--- src/include/pst_defines.vh ---
// register map, field layout and reset values of the processor-state block
`ifndef PST_DEFINES_VH
`define PST_DEFINES_VH

// ----------------------------------------------------------------------
// register byte offsets
// ----------------------------------------------------------------------
`define PST_OFF_STATE   5'h00
`define PST_OFF_TL      5'h04
`define PST_OFF_PIL     5'h08
`define PST_OFF_FPRS    5'h0c
`define PST_OFF_WPLO    5'h10
`define PST_OFF_WPHI    5'h14
`define PST_OFF_STAT    5'h18

// ----------------------------------------------------------------------
// processor-state word fields
// ----------------------------------------------------------------------
`define PST_MM_LO       0
`define PST_MM_HI       1
`define PST_PEF         2
`define PST_AM          3
`define PST_PRIV        4
`define PST_IE          5
`define PST_AG          6
`define PST_STATE_W     6

// ----------------------------------------------------------------------
// memory model encodings
// ----------------------------------------------------------------------
`define PST_MM_TSO      2'h0
`define PST_MM_RSVD     2'h1
`define PST_MM_RMO      2'h2
`define PST_MM_IMP      2'h3

// ----------------------------------------------------------------------
// widths and reset values
// ----------------------------------------------------------------------
`define PST_TL_W        3
`define PST_PIL_W       4
`define PST_MAX_TL      3'h2
`define PST_STATE_RST   6'h10
`define PST_TL_RST      3'h0
`define PST_PIL_RST     4'h0
`define PST_FEF_RST     1'b0

`endif

--- src/pst_mask64.v ---
// registered 64-bit address holder with optional upper-half masking
`timescale 1ns/1ps
`default_nettype none

module pst_mask64 (
    input  wire        clk,
    input  wire        rst_n,
    input  wire        load,
    input  wire        mask,
    input  wire [63:0] addr_in,
    output reg  [63:0] addr_r
);

    // ------------------------------------------------------------------
    // capture, zeroing bits 63:32 when asked
    // ------------------------------------------------------------------
    always @(posedge clk) begin
        if (!rst_n) begin
            addr_r <= 64'h0;
        end else if (load) begin
            addr_r <= mask ? {32'h0, addr_in[31:0]} : addr_in;
        end
    end

endmodule
`default_nettype wire

--- src/pst_core.v ---
// processor-state, trap-level and interrupt-level control with Avalon slave
//
// The implementer's own choices: the Avalon-MM slave port and the placing of the registers.
`timescale 1ns/1ps
`default_nettype none
`include "pst_defines.vh"

module pst_core #(
    parameter HAS_FPU    = 1,
    parameter HAS_RMO    = 1,
    parameter RET_MASK   = 0,
    parameter [2:0] MAX_TL = `PST_MAX_TL
) (
    input  wire        clk,
    input  wire        rst_n,
    // avalon-mm slave
    input  wire [4:0]  avs_address,
    input  wire        avs_read,
    input  wire        avs_write,
    input  wire [31:0] avs_writedata,
    input  wire [3:0]  avs_byteenable,
    output reg  [31:0] avs_readdata,
    output reg         avs_waitrequest,
    // memory system side
    input  wire        mmu_en,
    input  wire        data_req,
    input  wire [63:0] data_va,
    input  wire        data_real,
    input  wire        data_nontrans,
    output wire [63:0] data_addr_r,
    output reg         data_valid_r,
    output reg  [1:0]  memory_model_field_r,
    output reg         order_ld_ld_r,
    output reg         order_ld_st_r,
    output reg         order_st_st_r,
    output reg         total_store_order_r,
    output reg         relaxed_order_model_r,
    // program counter flow
    input  wire        insn_step,
    input  wire        cti_taken,
    input  wire [63:0] cti_target,
    input  wire        inst_real,
    output reg  [63:0] next_program_counter_r,
    output wire [63:0] fetch_addr_r,
    input  wire        link_save,
    input  wire [63:0] cur_pc,
    output wire [63:0] link_pc_r,
    // trap entry, return and saved pc access
    input  wire        trap_entry,
    input  wire        trap_return,
    input  wire [5:0]  ret_state,
    input  wire [63:0] ret_pc,
    output wire [63:0] ret_pc_r,
    output reg         ret_valid_r,
    input  wire        tpc_wr,
    input  wire        saved_trap_next_pc_wr,
    input  wire [63:0] tpc_wr_data,
    output wire [63:0] saved_trap_pc_r,
    output wire [63:0] saved_trap_next_pc_r,
    // floating point gating
    input  wire        fp_insn,
    output reg         fp_go_r,
    output reg         fpu_off_trap_r,
    // watchpoint
    output reg         wp_hit_r,
    // privilege and interrupts
    input  wire [15:1] irq_level_req,
    output reg         priv_mode_r,
    output reg         irq_take_r,
    output reg  [3:0]  irq_level_r,
    output reg  [2:0]  trap_level_r
);

    // ------------------------------------------------------------------
    // architectural state
    // ------------------------------------------------------------------
    reg  [1:0]  mm_r;
    reg         pef_r;
    reg         am_r;
    reg         priv_r;
    reg         ie_r;
    reg         fef_r;
    reg  [3:0]  pil_r;
    reg  [63:0] wp_r;
    reg  [2:0]  tl_nxt;
    reg  [31:0] rd_nxt;
    reg  [3:0]  top_lvl;
    reg  [63:0] npc_nxt;
    integer     i, j;
    localparam [5:0] ST_RST = `PST_STATE_RST;

    wire        bus_req   = avs_read | avs_write;
    wire        wr_go     = avs_write & ~avs_waitrequest;
    wire        lane0     = avs_byteenable[0];
    wire        st_wr     = wr_go & lane0 & (avs_address == `PST_OFF_STATE);
    wire        mask_on   = am_r & mmu_en;
    wire        fp_ok     = pef_r & fef_r;
    wire        ret_am    = ret_state[`PST_AM];
    wire        ret_msk   = (RET_MASK != 0) & ret_am;

    // masked data address, also the watchpoint comparator input
    wire        data_msk  = mask_on & ~data_real & ~data_nontrans;
    wire [63:0] wp_cmp_va = data_msk ? {32'h0, data_va[31:0]} : data_va;

    // state word as software sees it; alternate-globals bit stays zero
    wire [5:0]  state_rd  = {ie_r, priv_r, am_r,
                             (HAS_FPU != 0) & pef_r, mm_r};

    // ------------------------------------------------------------------
    // avalon slave: one wait cycle, then the transfer completes
    // ------------------------------------------------------------------
    always @(posedge clk) begin
        if (!rst_n) begin
            avs_waitrequest <= 1'b1;
        end else begin
            avs_waitrequest <= ~(bus_req & avs_waitrequest);
        end
    end

    // read mux; unmapped offsets read as zero
    always @* begin
        rd_nxt = 32'h0;
        case (avs_address)
            `PST_OFF_STATE: rd_nxt = {26'h0, state_rd};
            `PST_OFF_TL:    rd_nxt = {29'h0, trap_level_r};
            `PST_OFF_PIL:   rd_nxt = {28'h0, pil_r};
            `PST_OFF_FPRS:  rd_nxt = {31'h0, fef_r};
            `PST_OFF_WPLO:  rd_nxt = wp_r[31:0];
            `PST_OFF_WPHI:  rd_nxt = wp_r[63:32];
            `PST_OFF_STAT:  rd_nxt = {26'h0, fp_ok,
                                      (trap_level_r != 3'h0), top_lvl};
            default:        rd_nxt = 32'h0;
        endcase
    end

    // read data loaded one edge ahead so it stands while waitrequest is low
    always @(posedge clk) begin
        if (!rst_n) begin
            avs_readdata <= 32'h0;
        end else if (avs_read & avs_waitrequest) begin
            avs_readdata <= rd_nxt;
        end
    end

    // ------------------------------------------------------------------
    // processor-state word: bus writes and trap return restore
    // ------------------------------------------------------------------
    // written bits are visible to the very next instruction
    always @(posedge clk) begin
        if (!rst_n) begin
            mm_r   <= ST_RST[`PST_MM_HI:`PST_MM_LO];
            pef_r  <= ST_RST[`PST_PEF];
            am_r   <= ST_RST[`PST_AM];
            priv_r <= ST_RST[`PST_PRIV];
            ie_r   <= ST_RST[`PST_IE];
        end else if (trap_return) begin
            mm_r   <= ret_state[`PST_MM_HI:`PST_MM_LO];
            pef_r  <= ret_state[`PST_PEF] & (HAS_FPU != 0);
            am_r   <= ret_am;
            priv_r <= ret_state[`PST_PRIV];
            ie_r   <= ret_state[`PST_IE];
        end else if (st_wr) begin
            mm_r   <= avs_writedata[`PST_MM_HI:`PST_MM_LO];
            pef_r  <= avs_writedata[`PST_PEF] & (HAS_FPU != 0);
            am_r   <= avs_writedata[`PST_AM];
            priv_r <= avs_writedata[`PST_PRIV];
            ie_r   <= avs_writedata[`PST_IE];
        end
    end

    // ------------------------------------------------------------------
    // other software registers: fp status enable, threshold, watchpoint
    // ------------------------------------------------------------------
    always @(posedge clk) begin
        if (!rst_n) begin
            fef_r <= `PST_FEF_RST;
            pil_r <= `PST_PIL_RST;
            wp_r  <= 64'h0;
        end else if (wr_go) begin
            if (lane0 && avs_address == `PST_OFF_FPRS) begin
                fef_r <= avs_writedata[0];
            end
            if (lane0 && avs_address == `PST_OFF_PIL) begin
                pil_r <= avs_writedata[3:0];
            end
            // watchpoint honours every byte lane
            for (i = 0; i < 4; i = i + 1) begin
                if (avs_byteenable[i] && avs_address == `PST_OFF_WPLO) begin
                    wp_r[i*8 +: 8] <= avs_writedata[i*8 +: 8];
                end
                if (avs_byteenable[i] && avs_address == `PST_OFF_WPHI) begin
                    wp_r[32 + i*8 +: 8] <= avs_writedata[i*8 +: 8];
                end
            end
        end
    end

    // ------------------------------------------------------------------
    // trap level: entry, return, direct write
    // ------------------------------------------------------------------
    // a direct write touches only the level itself, never pc or state
    always @* begin
        tl_nxt = trap_level_r;
        if (wr_go && lane0 && avs_address == `PST_OFF_TL) begin
            if (avs_writedata[31:3] != 29'h0 ||
                avs_writedata[2:0] > MAX_TL) begin
                tl_nxt = MAX_TL;
            end else begin
                tl_nxt = avs_writedata[2:0];
            end
        end else if (trap_entry && trap_level_r < MAX_TL) begin
            tl_nxt = trap_level_r + 3'h1;
        end else if (trap_return && trap_level_r != 3'h0) begin
            tl_nxt = trap_level_r - 3'h1;
        end
    end

    always @(posedge clk) begin
        if (!rst_n) begin
            trap_level_r <= `PST_TL_RST;
        end else begin
            trap_level_r <= tl_nxt;
        end
    end

    // ------------------------------------------------------------------
    // memory ordering from the model field
    // ------------------------------------------------------------------
    // reserved and unsupported codes fall back to store order: stronger
    // ordering still runs any software correctly, only slower
    always @(posedge clk) begin
        if (!rst_n) begin
            memory_model_field_r  <= `PST_MM_TSO;
            total_store_order_r   <= 1'b1;
            relaxed_order_model_r <= 1'b0;
            order_ld_ld_r         <= 1'b1;
            order_ld_st_r         <= 1'b1;
            order_st_st_r         <= 1'b1;
        end else begin
            memory_model_field_r <= mm_r;
            if (mm_r == `PST_MM_RMO && HAS_RMO != 0) begin
                total_store_order_r   <= 1'b0;
                relaxed_order_model_r <= 1'b1;
                order_ld_ld_r         <= 1'b0;
                order_ld_st_r         <= 1'b0;
                order_st_st_r         <= 1'b0;
            end else begin
                total_store_order_r   <= 1'b1;
                relaxed_order_model_r <= 1'b0;
                order_ld_ld_r         <= 1'b1;
                order_ld_st_r         <= 1'b1;
                order_st_st_r         <= 1'b1;
            end
        end
    end

    // ------------------------------------------------------------------
    // floating point gate and disabled trap
    // ------------------------------------------------------------------
    always @(posedge clk) begin
        if (!rst_n) begin
            fp_go_r        <= 1'b0;
            fpu_off_trap_r <= 1'b0;
        end else begin
            fp_go_r        <= fp_insn & fp_ok;
            fpu_off_trap_r <= fp_insn & ~fp_ok;
        end
    end

    // ------------------------------------------------------------------
    // next-pc sequencing: branch targets and increments keep all 64 bits
    // ------------------------------------------------------------------
    always @* begin
        npc_nxt = next_program_counter_r;
        if (trap_return) begin
            npc_nxt = ret_msk ? {32'h0, ret_pc[31:0]} : ret_pc;
        end else if (insn_step) begin
            npc_nxt = cti_taken ? cti_target
                                : next_program_counter_r + 64'h4;
        end
    end

    always @(posedge clk) begin
        if (!rst_n) begin
            next_program_counter_r <= 64'h0;
        end else begin
            next_program_counter_r <= npc_nxt;
        end
    end

    // ------------------------------------------------------------------
    // address holders
    // ------------------------------------------------------------------
    // data address leaving the core
    pst_mask64 u_data (
        .clk     (clk),
        .rst_n   (rst_n),
        .load    (data_req),
        .mask    (data_msk),
        .addr_in (data_va),
        .addr_r  (data_addr_r)
    );

    // fetch uses the current mask bit, so a turn-on truncates at once
    pst_mask64 u_fetch (
        .clk     (clk),
        .rst_n   (rst_n),
        .load    (1'b1),
        .mask    (am_r & mmu_en & ~inst_real),
        .addr_in (npc_nxt),
        .addr_r  (fetch_addr_r)
    );

    // pc saved by call, jump_and_link or read_pc_insn
    pst_mask64 u_link (
        .clk     (clk),
        .rst_n   (rst_n),
        .load    (link_save),
        .mask    (mask_on),
        .addr_in (cur_pc),
        .addr_r  (link_pc_r)
    );

    // pc loaded by trap return
    pst_mask64 u_ret (
        .clk     (clk),
        .rst_n   (rst_n),
        .load    (trap_return),
        .mask    (ret_msk),
        .addr_in (ret_pc),
        .addr_r  (ret_pc_r)
    );

    // saved trap pc: masked at entry, kept whole on privileged write
    pst_mask64 u_tpc (
        .clk     (clk),
        .rst_n   (rst_n),
        .load    (trap_entry | tpc_wr),
        .mask    (trap_entry & mask_on),
        .addr_in (trap_entry ? cur_pc : tpc_wr_data),
        .addr_r  (saved_trap_pc_r)
    );

    // saved trap next-pc, same treatment
    pst_mask64 u_saved_trap_next_pc (
        .clk     (clk),
        .rst_n   (rst_n),
        .load    (trap_entry | saved_trap_next_pc_wr),
        .mask    (trap_entry & mask_on),
        .addr_in (trap_entry ? next_program_counter_r : tpc_wr_data),
        .addr_r  (saved_trap_next_pc_r)
    );

    always @(posedge clk) begin
        if (!rst_n) begin
            data_valid_r <= 1'b0;
            ret_valid_r  <= 1'b0;
        end else begin
            data_valid_r <= data_req;
            ret_valid_r  <= trap_return;
        end
    end

    // ------------------------------------------------------------------
    // watchpoint: full-width compare against the masked address
    // ------------------------------------------------------------------
    always @(posedge clk) begin
        if (!rst_n) begin
            wp_hit_r <= 1'b0;
        end else begin
            wp_hit_r <= data_req & ~data_real & (wp_cmp_va == wp_r);
        end
    end

    // ------------------------------------------------------------------
    // leveled interrupts: highest pending level, all levels maskable
    // ------------------------------------------------------------------
    always @* begin
        top_lvl = 4'h0;
        for (j = 1; j < 16; j = j + 1) begin
            if (irq_level_req[j]) begin
                top_lvl = j[3:0];
            end
        end
    end

    // held pending while enable is clear or level not above threshold
    always @(posedge clk) begin
        if (!rst_n) begin
            irq_take_r  <= 1'b0;
            irq_level_r <= 4'h0;
            priv_mode_r <= 1'b1;
        end else begin
            irq_take_r  <= ie_r & (top_lvl > pil_r);
            irq_level_r <= top_lvl;
            priv_mode_r <= priv_r;
        end
    end

endmodule
`default_nettype wire

--- config.mk ---
export PLATFORM = sky130hd
export DESIGN_NAME = pst_core
export DESIGN_NICKNAME = d
export VERILOG_FILES = /design/src/pst_mask64.v /design/src/pst_core.v
export VERILOG_INCLUDE_DIRS = /design/src /design/src/include
export SDC_FILE = /design/constraint.sdc
export NUM_CORES = 1
export LEC_CHECK = 0
export BUFFER_PORTS_ARGS = -buffer_cell sky130_fd_sc_hd__clkbuf_2
export CORE_AREA = 2 2 348 350
export DETAILED_ROUTE_END_ITERATION = 6
export DIE_AREA = 0 0 350 352
export PLACE_DENSITY = 0.48
export SKIP_LAST_GASP = 1
export SLEW_MARGIN = 20
export SYNTH_ARGS = -nofsm -noshare
export SYNTH_HDL_FRONTEND = slang
export SYNTH_SLANG_ARGS = --single-unit
--- constraint.sdc ---
create_clock -name clk -period 3.53 [get_ports clk]
set_input_delay 0.5295 -clock clk [delete_from_list [all_inputs] [get_ports clk]]
set_output_delay 0.5295 -clock clk [all_outputs]
set_load 0.05 [all_outputs]
# --- Word-level counts from Yosys, hierarchy flattened ---
# Index checks and enable logic that the tools add are counted.
word_totals:
  input_bits: 399
  output_inout_bits: 502
  regBits: 574
op_classes:
  n_eq_ne: 8
  bitwise_logic: 26
  n_reduce_logical: 31
  order_cmp: 3
  n_addsub: 3
  muxes: 41
ops:
  columns: ["op", "count"]
  rows:
  - ["two-way mux 64 bit", 9]
  - ["case mux 32 bit (7 select lines)", 1]
  - ["adder 64 x 3 -> 64 bit, second input constant", 1]
  - ["== test 64 bit", 1]
  - ["two-way mux 4 bit", 14]
  - ["nonzero test 29 bit", 1]
  - ["AND reduction 2 bit", 10]
  - ["bitwise AND 1 bit", 16]
  - ["== test 5 bit, second input constant", 3]
  - ["logical AND 1 bit", 14]
  - ["two-way mux 3 bit", 4]
  - ["two-way mux 1 bit", 11]
  - ["== test 5 x 4 -> 1 bit, second input constant", 2]
  - ["NOT 1 bit", 7]
  - ["nonzero test 3 bit", 2]
  - ["== test 5 x 3 -> 1 bit, second input constant", 1]
  - ["logical NOT 5 bit", 1]
  - ["greater-than comparator 4 bit", 1]
  - ["two-way mux 2 bit", 2]
  - ["adder 3 x 1 -> 3 bit, second input constant", 1]
  - ["greater-than comparator 3 x 2 -> 1 bit, second input constant", 1]
  - ["< comparator 3 x 2 -> 1 bit, second input constant", 1]
  - ["OR 1 bit", 3]
  - ["subtractor 3 x 1 -> 3 bit, second input constant", 1]
  - ["other kinds (4)", 4]

# --- Logic depth before layout (Yosys ltp) ---
# Gate-level depths: netlist of run 1.
depth:
  depth_word: 17
  depth_mapped: 12
  depth_no_buf: 12

# --- Modules after synthesis ---
# Synthesis of run 1 repeated with hierarchy kept, for this count alone.
hier_totals:
  hier_cells: 3341
  hier_area_um2: 27761.6
by_module_without_submodules:
  columns: ["module", "cells_each", "area_per_inst_um2", "instances", "seq_area_each_um2"]
  rows:
  - ["pst_mask64", 246, 2451.1, 6, 1281.2]
  - ["pst_core", 1865, 13055.0, 1, 3803.6]

# --- Least setup slack after synthesis of run 1 ---
# No wires, ideal clock.
synth_timing:
  kind: "register -> register"
  start: "register next_program_counter_r[2]"
  end: "register next_program_counter_r[30]"
  stages_incl_launch_ff: 9
  arrival_time_ns: 2.696
  slack_ns: 0.707
  path_cell_list: "dfxtp_1 ha_1 nand3_2 or4_4 buf_6 nor3_1 mux2_2 a221oi_1 nor2_1"
synth_via:
  elab_chain_len: 4
synth_lines:
  columns: ["element", "line_no", "rtl"]
  rows:
  - ["start, declared", "pst_core.v:43", "output reg [63:0] next_program_counter_r,"]
  - ["start signal, assigned", "pst_core.v:287", "next_program_counter_r <= npc_nxt;"]
  - ["adder 64 x 3 -> 64 bit", "pst_core.v:279", ": next_program_counter_r + 64'h4;"]
  - ["two-way mux 64 bit", "pst_core.v:278", "npc_nxt = cti_taken ? cti_target"]
  - ["two-way mux 64 bit", "pst_core.v:277", "end else if (insn_step) begin"]
  - ["two-way mux 64 bit", "pst_core.v:275", "if (trap_return) begin"]
# Every way passes these cells.
# A chain may end at the register's enable or synchronous reset.

# --- Worst setup path after layout of run 1 ---
layout_timing:
  start: "register next_program_counter_r[2]"
  end: "register u_fetch.addr_r[62]"
layout_via:
  elab_chain_len: 4
layout_lines:
  columns: ["element", "line_no", "rtl"]
  rows:
  - ["adder 64 x 3 -> 64 bit", "pst_core.v:279", null]
  - ["two-way mux 64 bit", "pst_core.v:278", null]
  - ["two-way mux 64 bit", "pst_core.v:277", null]
  - ["two-way mux 64 bit", "pst_core.v:275", null]
  - ["end signal, assigned", "pst_mask64.v:21", "addr_r <= mask ? {32'h0, addr_in[31:0]} : addr_in;"]
  - ["end, declared", "pst_mask64.v:11", "output reg [63:0] addr_r"]
# Every way passes these cells.

==> summary.md, run 1 <==
| Metric | Value |
|---|---|
| Outcome | `finished clean` |
| Number of synthesized register bits | `542` |
| IO Pins | `between 900 and 1,000` |
| Worst setup SP type | `flop` |
| Critical Path RT | `~4100 ps` |
| Post-CTS setup buffers | `0` |
| Hold Crit Start | `avs_read` |
| Num CTS Buffers | `slightly below 70` |
| Clk sinks | `542` |
| Pwr Total | `17.4 mW` |
| WHS | `111 ps` |
| Resized cells post-CTS | `0` |
| CTS tree | `built` |
| Share of layout cells above drive strength 1 | `0.301` |
| Distinct cells, synth | `84` |
| Die footprint | `approximately 0.12 mm2` |
| Register Area | `0.0109 mm2` |
| Hold depth | `2` |
| Die height | `roughly 350 um` |
| GRT Util Overall | `0.212` |
| Reg clk slew, reported paths | `~60 ps` |
| Yosys top cell by area | `dfxtp_1` |
| Final TNS setup | `0 ps` |
| Number of flops mapped to enable cells by yosys | `0` |
| Root buffer cell | `clkbuf_16` |
| Max frequency | `between 0.3 and 0.4 GHz` |
| Hold bufs inserted after CTS | `0` |
| Area growth syn-to-layout | `33.7%` |
| Finish-stage setup viols | `0` |
| Syn nets | `3,331` |
| Worst Setup End Kind | `flop` |
| Avg Cell Area, Syn | `approximately 8.5 um2` |
| Worst r2r path cells | `8` |
| Max Clock Skew | `a little under 30 ps` |
| Worst Path Arrival | `around 3300 ps` |
| Worst R2R Setup Slack | `slightly above 700 ps` |
| Final WL | `between 100,000 and 150,000 um` |
| Initial core utilization | `0.208` |
| Layout filler cell count | `approximately 13,000` |
| Period utilization | `0.798` |
| Iter 0 DRT Violations | `about 1,900` |
| Clock Latency Late Sink | `roughly 640 ps` |
| Worst hold path class | `in2reg` |
| Power Dens Cells | `approximately 520 mW/mm2` |
| End of the worst hold path | `avs_waitrequest` |
| Initial antenna violation count | `21` |
| Ys async rst share | `0` |
| Min cycle time layout | `between 2000 and 3000 ps` |
| Drt pass-1 iters | `5` |
| Setup Crit Path Kind | `reg2reg` |
| Final Max Tran Viols | `0` |
| Vias per cell | `between 4 and 5` |
| Synthesized area | `0.0249 mm2` |
| Post-synth top area share | `0.436` |
| PortBufs | `900` |
| Yosys Warn Count | `0` |
| Max transition margin | `0.393` |
| Clk buf depth | `3` |
| Core area | `about 0.12 mm2` |
| Synth top area cells | `dfxtp_1 (44%), mux2i_1 (13%), nor2_1 (7.6%), a21oi_1 (6.0%), nand2_1 (2.9%)` |
| RR Startpoint | `next_program_counter_r[2]` |
| FP Rows | `roughly 130` |
| Reg2Reg Capture Point | `u_fetch.addr_r[62]` |
| Largest net degree at the start of global routing | `between 150 and 200` |
| Cells after Synth | `about 2,900` |
| Vias in the first global route | `about 24,000` |
| Worst vdd ir | `about 0.00033 V` |
| Ys flop type | `dfxtp_1` |
| Sequential share of the synthesized area | `0.436` |
| WL per Instance | `around 25 um` |
| RSZ-0062 raised after global routing | `no` |
| GRT overflow | `0` |
| Worst-Margin Slew | `approximately 910 ps` |
| Die W | `around 350 um` |
| Routability-driven placement congestion ratio | `around 0.90` |
| # nets final | `4,131` |
| Hold Vio Cnt, Final | `0` |
| Top-count cell post-synth | `dfxtp_1` |
| DP Wirelength | `109,000 um` |
| Routed Antenna Nets | `0` |
| Top cells by instance count after synthesis | `dfxtp_1 (542), nor2_1 (503), mux2i_1 (317)` |
| Max Cap Viol | `0` |
| Area of the multi-input gates | `about 0.013 mm2` |
| First-pass GRT wire length | `188,000 um` |
| Leak | `15.0 nW` |
| H-tree depth | `3` |
| CP max FO | `12` |
| DRC | `0` |
| Vias | `between 20,000 and 30,000` |
power breakdown:
part           internal [mW]  leakage (nW)  total, mW  switching [mW]
Combinational          0.921          9.40       3.53            2.61
Sequential              6.44          4.45       6.71           0.264
Clock                   4.14          1.10       7.18            3.04
registers in the layout (all words and copies together), names as in the netlist, 2 cells and up:
| name | cells |
|---|---|
| avs_readdata | 32 |
| irq_level_r | 4 |
| memory_model_field_r | 2 |
| mm_r | 2 |
| next_program_counter_r | 64 |
| pil_r | 4 |
| trap_level_r | 3 |
| u_data.addr_r | 64 |
| u_fetch.addr_r | 32 |
| u_link.addr_r | 64 |
| u_ret.addr_r | 64 |
| u_saved_trap_next_pc.addr_r | 64 |
| u_tpc.addr_r | 64 |
| wp_r | 64 |
per-stage QoR:
stage                     worst slack [ps]   util  cells  instance area [um2]
after floorplan                        707      -   2926                24900
after CTS                              717  0.278   5386                33200
after global placement                 702  0.260   5267                31000
after global routing                   518  0.279   5392                33200
after detailed placement               703  0.260   5267                31000
final                                  712  0.279   5393                33200
worst max-delay path, stage by stage, from the launching register on:
cell and delay (ps):
dfxtp_1 480, ha_1 260, nand3_2 170, or4_4 700, nor4_2 320, buf_4 240
nand4b_1 160, a221oi_2 290, nor2_1 70
layout make-up:
| type | instances | share of cell area |
|---|---|---|
| multi-input combinational | 2099 | 0.383 |
| sequential | 542 | 0.326 |
| timing repair buffer | 987 | 0.158 |
| tap | 1612 | 0.0607 |
| clock buffer | 93 | 0.0589 |
| clock inverter | 26 | 0.00869 |
| inverter | 27 | 0.00331 |
| antenna | 7 | 0.000527 |
cell usage in the layout, fill, tap and decap left out, types with 47 or more instances in the layout:
master / instances
a31oi_1: 47
nand3_1: 104
clkbuf_16: 70
nor2_1: 503
dfxtp_1: 542
o21ai_0: 76
nand2_1: 192
mux2i_1: 317
clkbuf_2: 893
buf_4: 84
a21oi_1: 297
nand2b_1: 68
cells by family after synthesis:
kind of cell / synth area share
fa+ha+maj: 0.00332
simple gates: 0.204
buf+inv: 0.0523
compound gates: 0.146
xor+xnor: 0.0247
mux: 0.133
flops: 0.436
metal layers:
| layer | global-route usage | vias up | wire [um] |
|---|---|---|---|
| met5 | 0 | - | 155 |
| met2 | 0.362 | 1032 | 65900 |
| met4 | 0.108 | 24 | 7440 |
| li1 | - | 11855 | - |
| met3 | 0.0674 | 243 | 11800 |
| met1 | 0.236 | 12296 | 52100 |
worst max-delay path by stage:
stage                                            end                      start
final                             u_fetch.addr_r[62]  next_program_counter_r[2]
after global placement                    irq_take_r           irq_level_req[4]
after floorplan           next_program_counter_r[30]  next_program_counter_r[2]
after detailed placement                  irq_take_r           irq_level_req[4]
after CTS                         u_fetch.addr_r[57]  next_program_counter_r[9]
after global routing              u_fetch.addr_r[62]  next_program_counter_r[2]
(Power assumes the default switching activity.)
==> inputs of run 2 (changes only) <==
- ABC_AREA: default -> 1
- CORE_AREA: 2 2 348 350 -> 2 2 354 356
- DIE_AREA: 0 0 350 352 -> 0 0 356 358
- clock period: 3.53 -> 2.55 ns (I/O delays scaled with it)
==> summary.md, run 2 <==
| Metric | Value |
|---|---|
| Min cycle time layout | `2400 ps (-413 ps)` |
| Worst-Margin Slew | `841 ps (-70.2 ps)` |
| Distinct cells, synth | `49 (-42%)` |
| Largest net degree at the start of global routing | `127 (-34%)` |
| Area growth syn-to-layout | `41.1%` |
| Hold Vio Cnt, Final | `0 (unchanged)` |
| Ys async rst share | `0 (unchanged)` |
| Synthesized area | `0.0242 mm2 (-2.9%)` |
| Initial antenna violation count | `20 (-4.8%)` |
| Worst Setup End Kind | `flop` |
| Worst vdd ir | `0.000441 V (+35%)` |
| H-tree depth | `3 (unchanged)` |
| IO Pins | `901 (unchanged)` |
| Failing checks | `design-rule violations` |
| Final TNS setup | `0 ps (unchanged)` |
| Mux share of post-synthesis cell area | `0 (-0.133)` |
| GRT Util Overall | `0.217 (+0.00460)` |
| Most frequent cells in the layout | `clkbuf_2 (896), nand2_1 (777), dfxtp_1 (542)` |
| CTS tree | `built` |
| DRC | `4 (+4)` |
| Cells after Synth | `3,393 (+16%)` |
| Drt pass-1 iters | `7 (+2)` |
| Largest family of logic cells by synthesized area | `simple AND/OR/NAND/NOR gates` |
| Worst hold path class | `in2reg` |
| Syn nets | `3,798 (+14%)` |
| Vias in the first global route | `26,228 (+7.5%)` |
| Hold depth | `3 (+1)` |
| Clk sinks | `542 (unchanged)` |
| First-pass GRT wire length | `198,000 um (+5.1%)` |
| Core area | `0.123 mm2 (+3.3%)` |
| Outcome | `finished with violations` |
| Xor and xnor area share after synthesis | `0.0290 (+0.00435)` |
| Sequential share of the synthesized area | `0.449 (+0.0128)` |
| Top-count cell post-synth | `nand2_1` |
| Top cells by instance count after synthesis | `nand2_1 (777), dfxtp_1 (542), a21oi_1 (350)` |
| RR Startpoint | `next_program_counter_r[37]` |
| Yosys Warn Count | `0 (unchanged)` |
| Iter 0 DRT Violations | `2,402 (+29%)` |
| Finish-stage setup viols | `0 (unchanged)` |
| Synth top area cells | `dfxtp_1 (45%), nand2_1 (12%), a21oi_1 (7.3%), o21ai_0 (6.7%), inv_1 (4.8%)` |
| Reg2Reg Capture Point | `u_fetch.addr_r[56]` |
| Routed Antenna Nets | `0 (unchanged)` |
| Routability-driven placement congestion ratio | `0.951 (+5.9%)` |
| Clk buf depth | `3 (unchanged)` |
| Num CTS Buffers | `71 (+2.9%)` |
| Max Cap Viol | `0 (unchanged)` |
| Leak | `15.8 nW (+5.6%)` |
| Die footprint | `0.127 mm2 (+3.4%)` |
| FP Rows | `129 (+1.6%)` |
| Share of layout cells above drive strength 1 | `0.271 (-0.0306)` |
| Max transition margin | `0.433 (+0.0409)` |
| Initial core utilization | `0.196 (-0.0125)` |
| Root buffer cell | `clkbuf_16` |
| Reg clk slew, reported paths | `60 ps (about the same)` |
| Yosys top cell by area | `dfxtp_1` |
| PortBufs | `900 (unchanged)` |
| Worst R2R Setup Slack | `150 ps (-570 ps)` |
| Avg Cell Area, Syn | `7.12 um2 (-16%)` |
| Period utilization | `0.943 (+0.145)` |
| Worst setup SP type | `flop` |
| Post-CTS setup buffers | `0 (unchanged)` |
| Number of synthesized register bits | `542 (unchanged)` |
| # nets final | `4,726 (+14%)` |
| Die W | `356 um (+1.7%)` |
| Vias | `27,545 (+8.2%)` |
| CP max FO | `8 (-4)` |
| Critical Path RT | `3110 ps (-940 ps)` |
| Simple-Gate Fraction of Synth Area | `0.231 (+0.0275)` |
| Post-synthesis compound-gate area fraction | `0.195 (+0.0481)` |
| Commonest non-fill, non-tap cell in the layout | `clkbuf_2` |
| Post-synth top area share | `0.449 (+0.0128)` |
| DP Wirelength | `117,000 um (+7.1%)` |
| End of the worst hold path | `u_fetch.addr_r[59]` |
| Power Dens Cells | `736 mW/mm2 (+41%)` |
| Max frequency | `0.416 GHz (+17%)` |
| WHS | `53.4 ps (-57.1 ps)` |
| Max Clock Skew | `28.3 ps (-1.57 ps)` |
| WL per Instance | `24.2 um (-4.9%)` |
| Area share of fa/ha/maj cells after synthesis | `0.00342 (+0.0000977)` |
| Layout filler cell count | `13,951 (+6.0%)` |
| Final WL | `146,000 um (+6.2%)` |
| GRT overflow | `0 (unchanged)` |
| Final Util | `0.276 (-0.00228)` |
| Die height | `358 um (+1.7%)` |
| Worst r2r path cells | `9 (+1)` |
| Worst Path Arrival | `2970 ps (-370 ps)` |
| Ys flop type | `dfxtp_1` |
| Clock Latency Late Sink | `640 ps (about the same)` |
| Setup Crit Path Kind | `reg2reg` |
| Number of flops mapped to enable cells by yosys | `0 (unchanged)` |
| RSZ-0062 raised after global routing | `no` |
| Final Max Tran Viols | `0 (unchanged)` |
| Hold Crit Start | `cti_target[59]` |
| Vias per cell | `4.58 (-3.0%)` |
run 2: changes by cell type in the layout (fill, tap and decap cells not counted), moves of 32 or more:
cell,delta
nand2_1,+585
mux2i_1,-317
inv_1,+286
o21ai_0,+246
nor2_1,-230
nand3_1,+77
nand2b_1,-68
dlygate4sd3_1,+65
a21oi_1,+53
o211ai_1,+48
a211oi_1,-43
a22oi_1,-34
a21boi_0,+32
buf_4,+32
run 2: stage by stage:
step | instance area, um2 | worst slack, ps | power, mW | cells
after floorplan | 24200 | 153 | 12.5 | 3393
after global placement | 30900 | 9.64 | 14.5 | 5820
after detailed placement | 30900 | 25.2 | 14.5 | 5820
after CTS | 34000 | 3.39 | 25.3 | 6011
after global routing | 34100 | 28.6 | 26.0 | 6018
final | 34100 | 145 | 25.1 | 6020
run 2: kinds of logic after synthesis:
logic type | count (synthesis)
adders and majority gates | 6
AOI/OAI and AO/OA | 860
xor gates and xnor gates | 80
buffers and inverters | 559
DFF | 542
and+or+nand+nor | 1346
run 2: worst max path at each step:
stage                    endpoint                       start  cells past startpoint  slack [ps]
2_1_floorplan  u_fetch.addr_r[52]   next_program_counter_r[2]                     10         150
3_3_place_gp   u_fetch.addr_r[39]  next_program_counter_r[25]                     10          10
3_5_place_dp   u_fetch.addr_r[39]  next_program_counter_r[25]                     10          30
4_1_cts        u_fetch.addr_r[39]  next_program_counter_r[11]                     10           3
5_1_grt        u_fetch.addr_r[56]  next_program_counter_r[37]                      9          30
6_report       u_fetch.addr_r[56]  next_program_counter_r[37]                      9         150
run 2: critical path: stages, from the launching register on:
cell      delay (ps)
dfxtp_1          530
inv_1            200
nor3_1           420
nand2_1          140
nor2_1           240
nand4_1          150
or2_2            300
nand3_1           80
o211ai_1         110
a21oi_1          160
run 2: timing repair:
item,CTS,global route
endpoints found under the hold margin,64,0
endpoints found under the setup margin,0,2
hold buffers,65,0
gates resized for setup,0,1
run 2: power by group:
group          switching [mW]  internal [mW]  leakage (nW)
Combinational            3.85           1.25          10.1
Sequential              0.344           8.95          4.46
Clock                    4.32           6.38          1.21
Total                    8.51           16.6          15.8
run 2: routing by layer:
layer / track usage / part of all wire / vias up
met3: 0.0387 / 0.064 / 205
met1: 0.261 / 0.40 / 13154
met4: 0.0822 / 0.034 / 4
li1: - / - / 13025
met5: 0 / 0.00014 / -
met2: 0.383 / 0.50 / 1157
run 2: layout make-up:
class | instances | area, um2 | area share
Clock inverter | 31 | 410 | 0.0120
Multi-Input combinational cell | 2292 | 11100 | 0.325
Timing Repair Buffer | 1097 | 6400 | 0.188
Clock buffer | 95 | 2050 | 0.0601
Sequential cell | 542 | 10900 | 0.318
Antenna cell | 9 | 22.5 | 0.000661
Inverter | 317 | 1200 | 0.0352
Tap cell | 1637 | 2050 | 0.0601
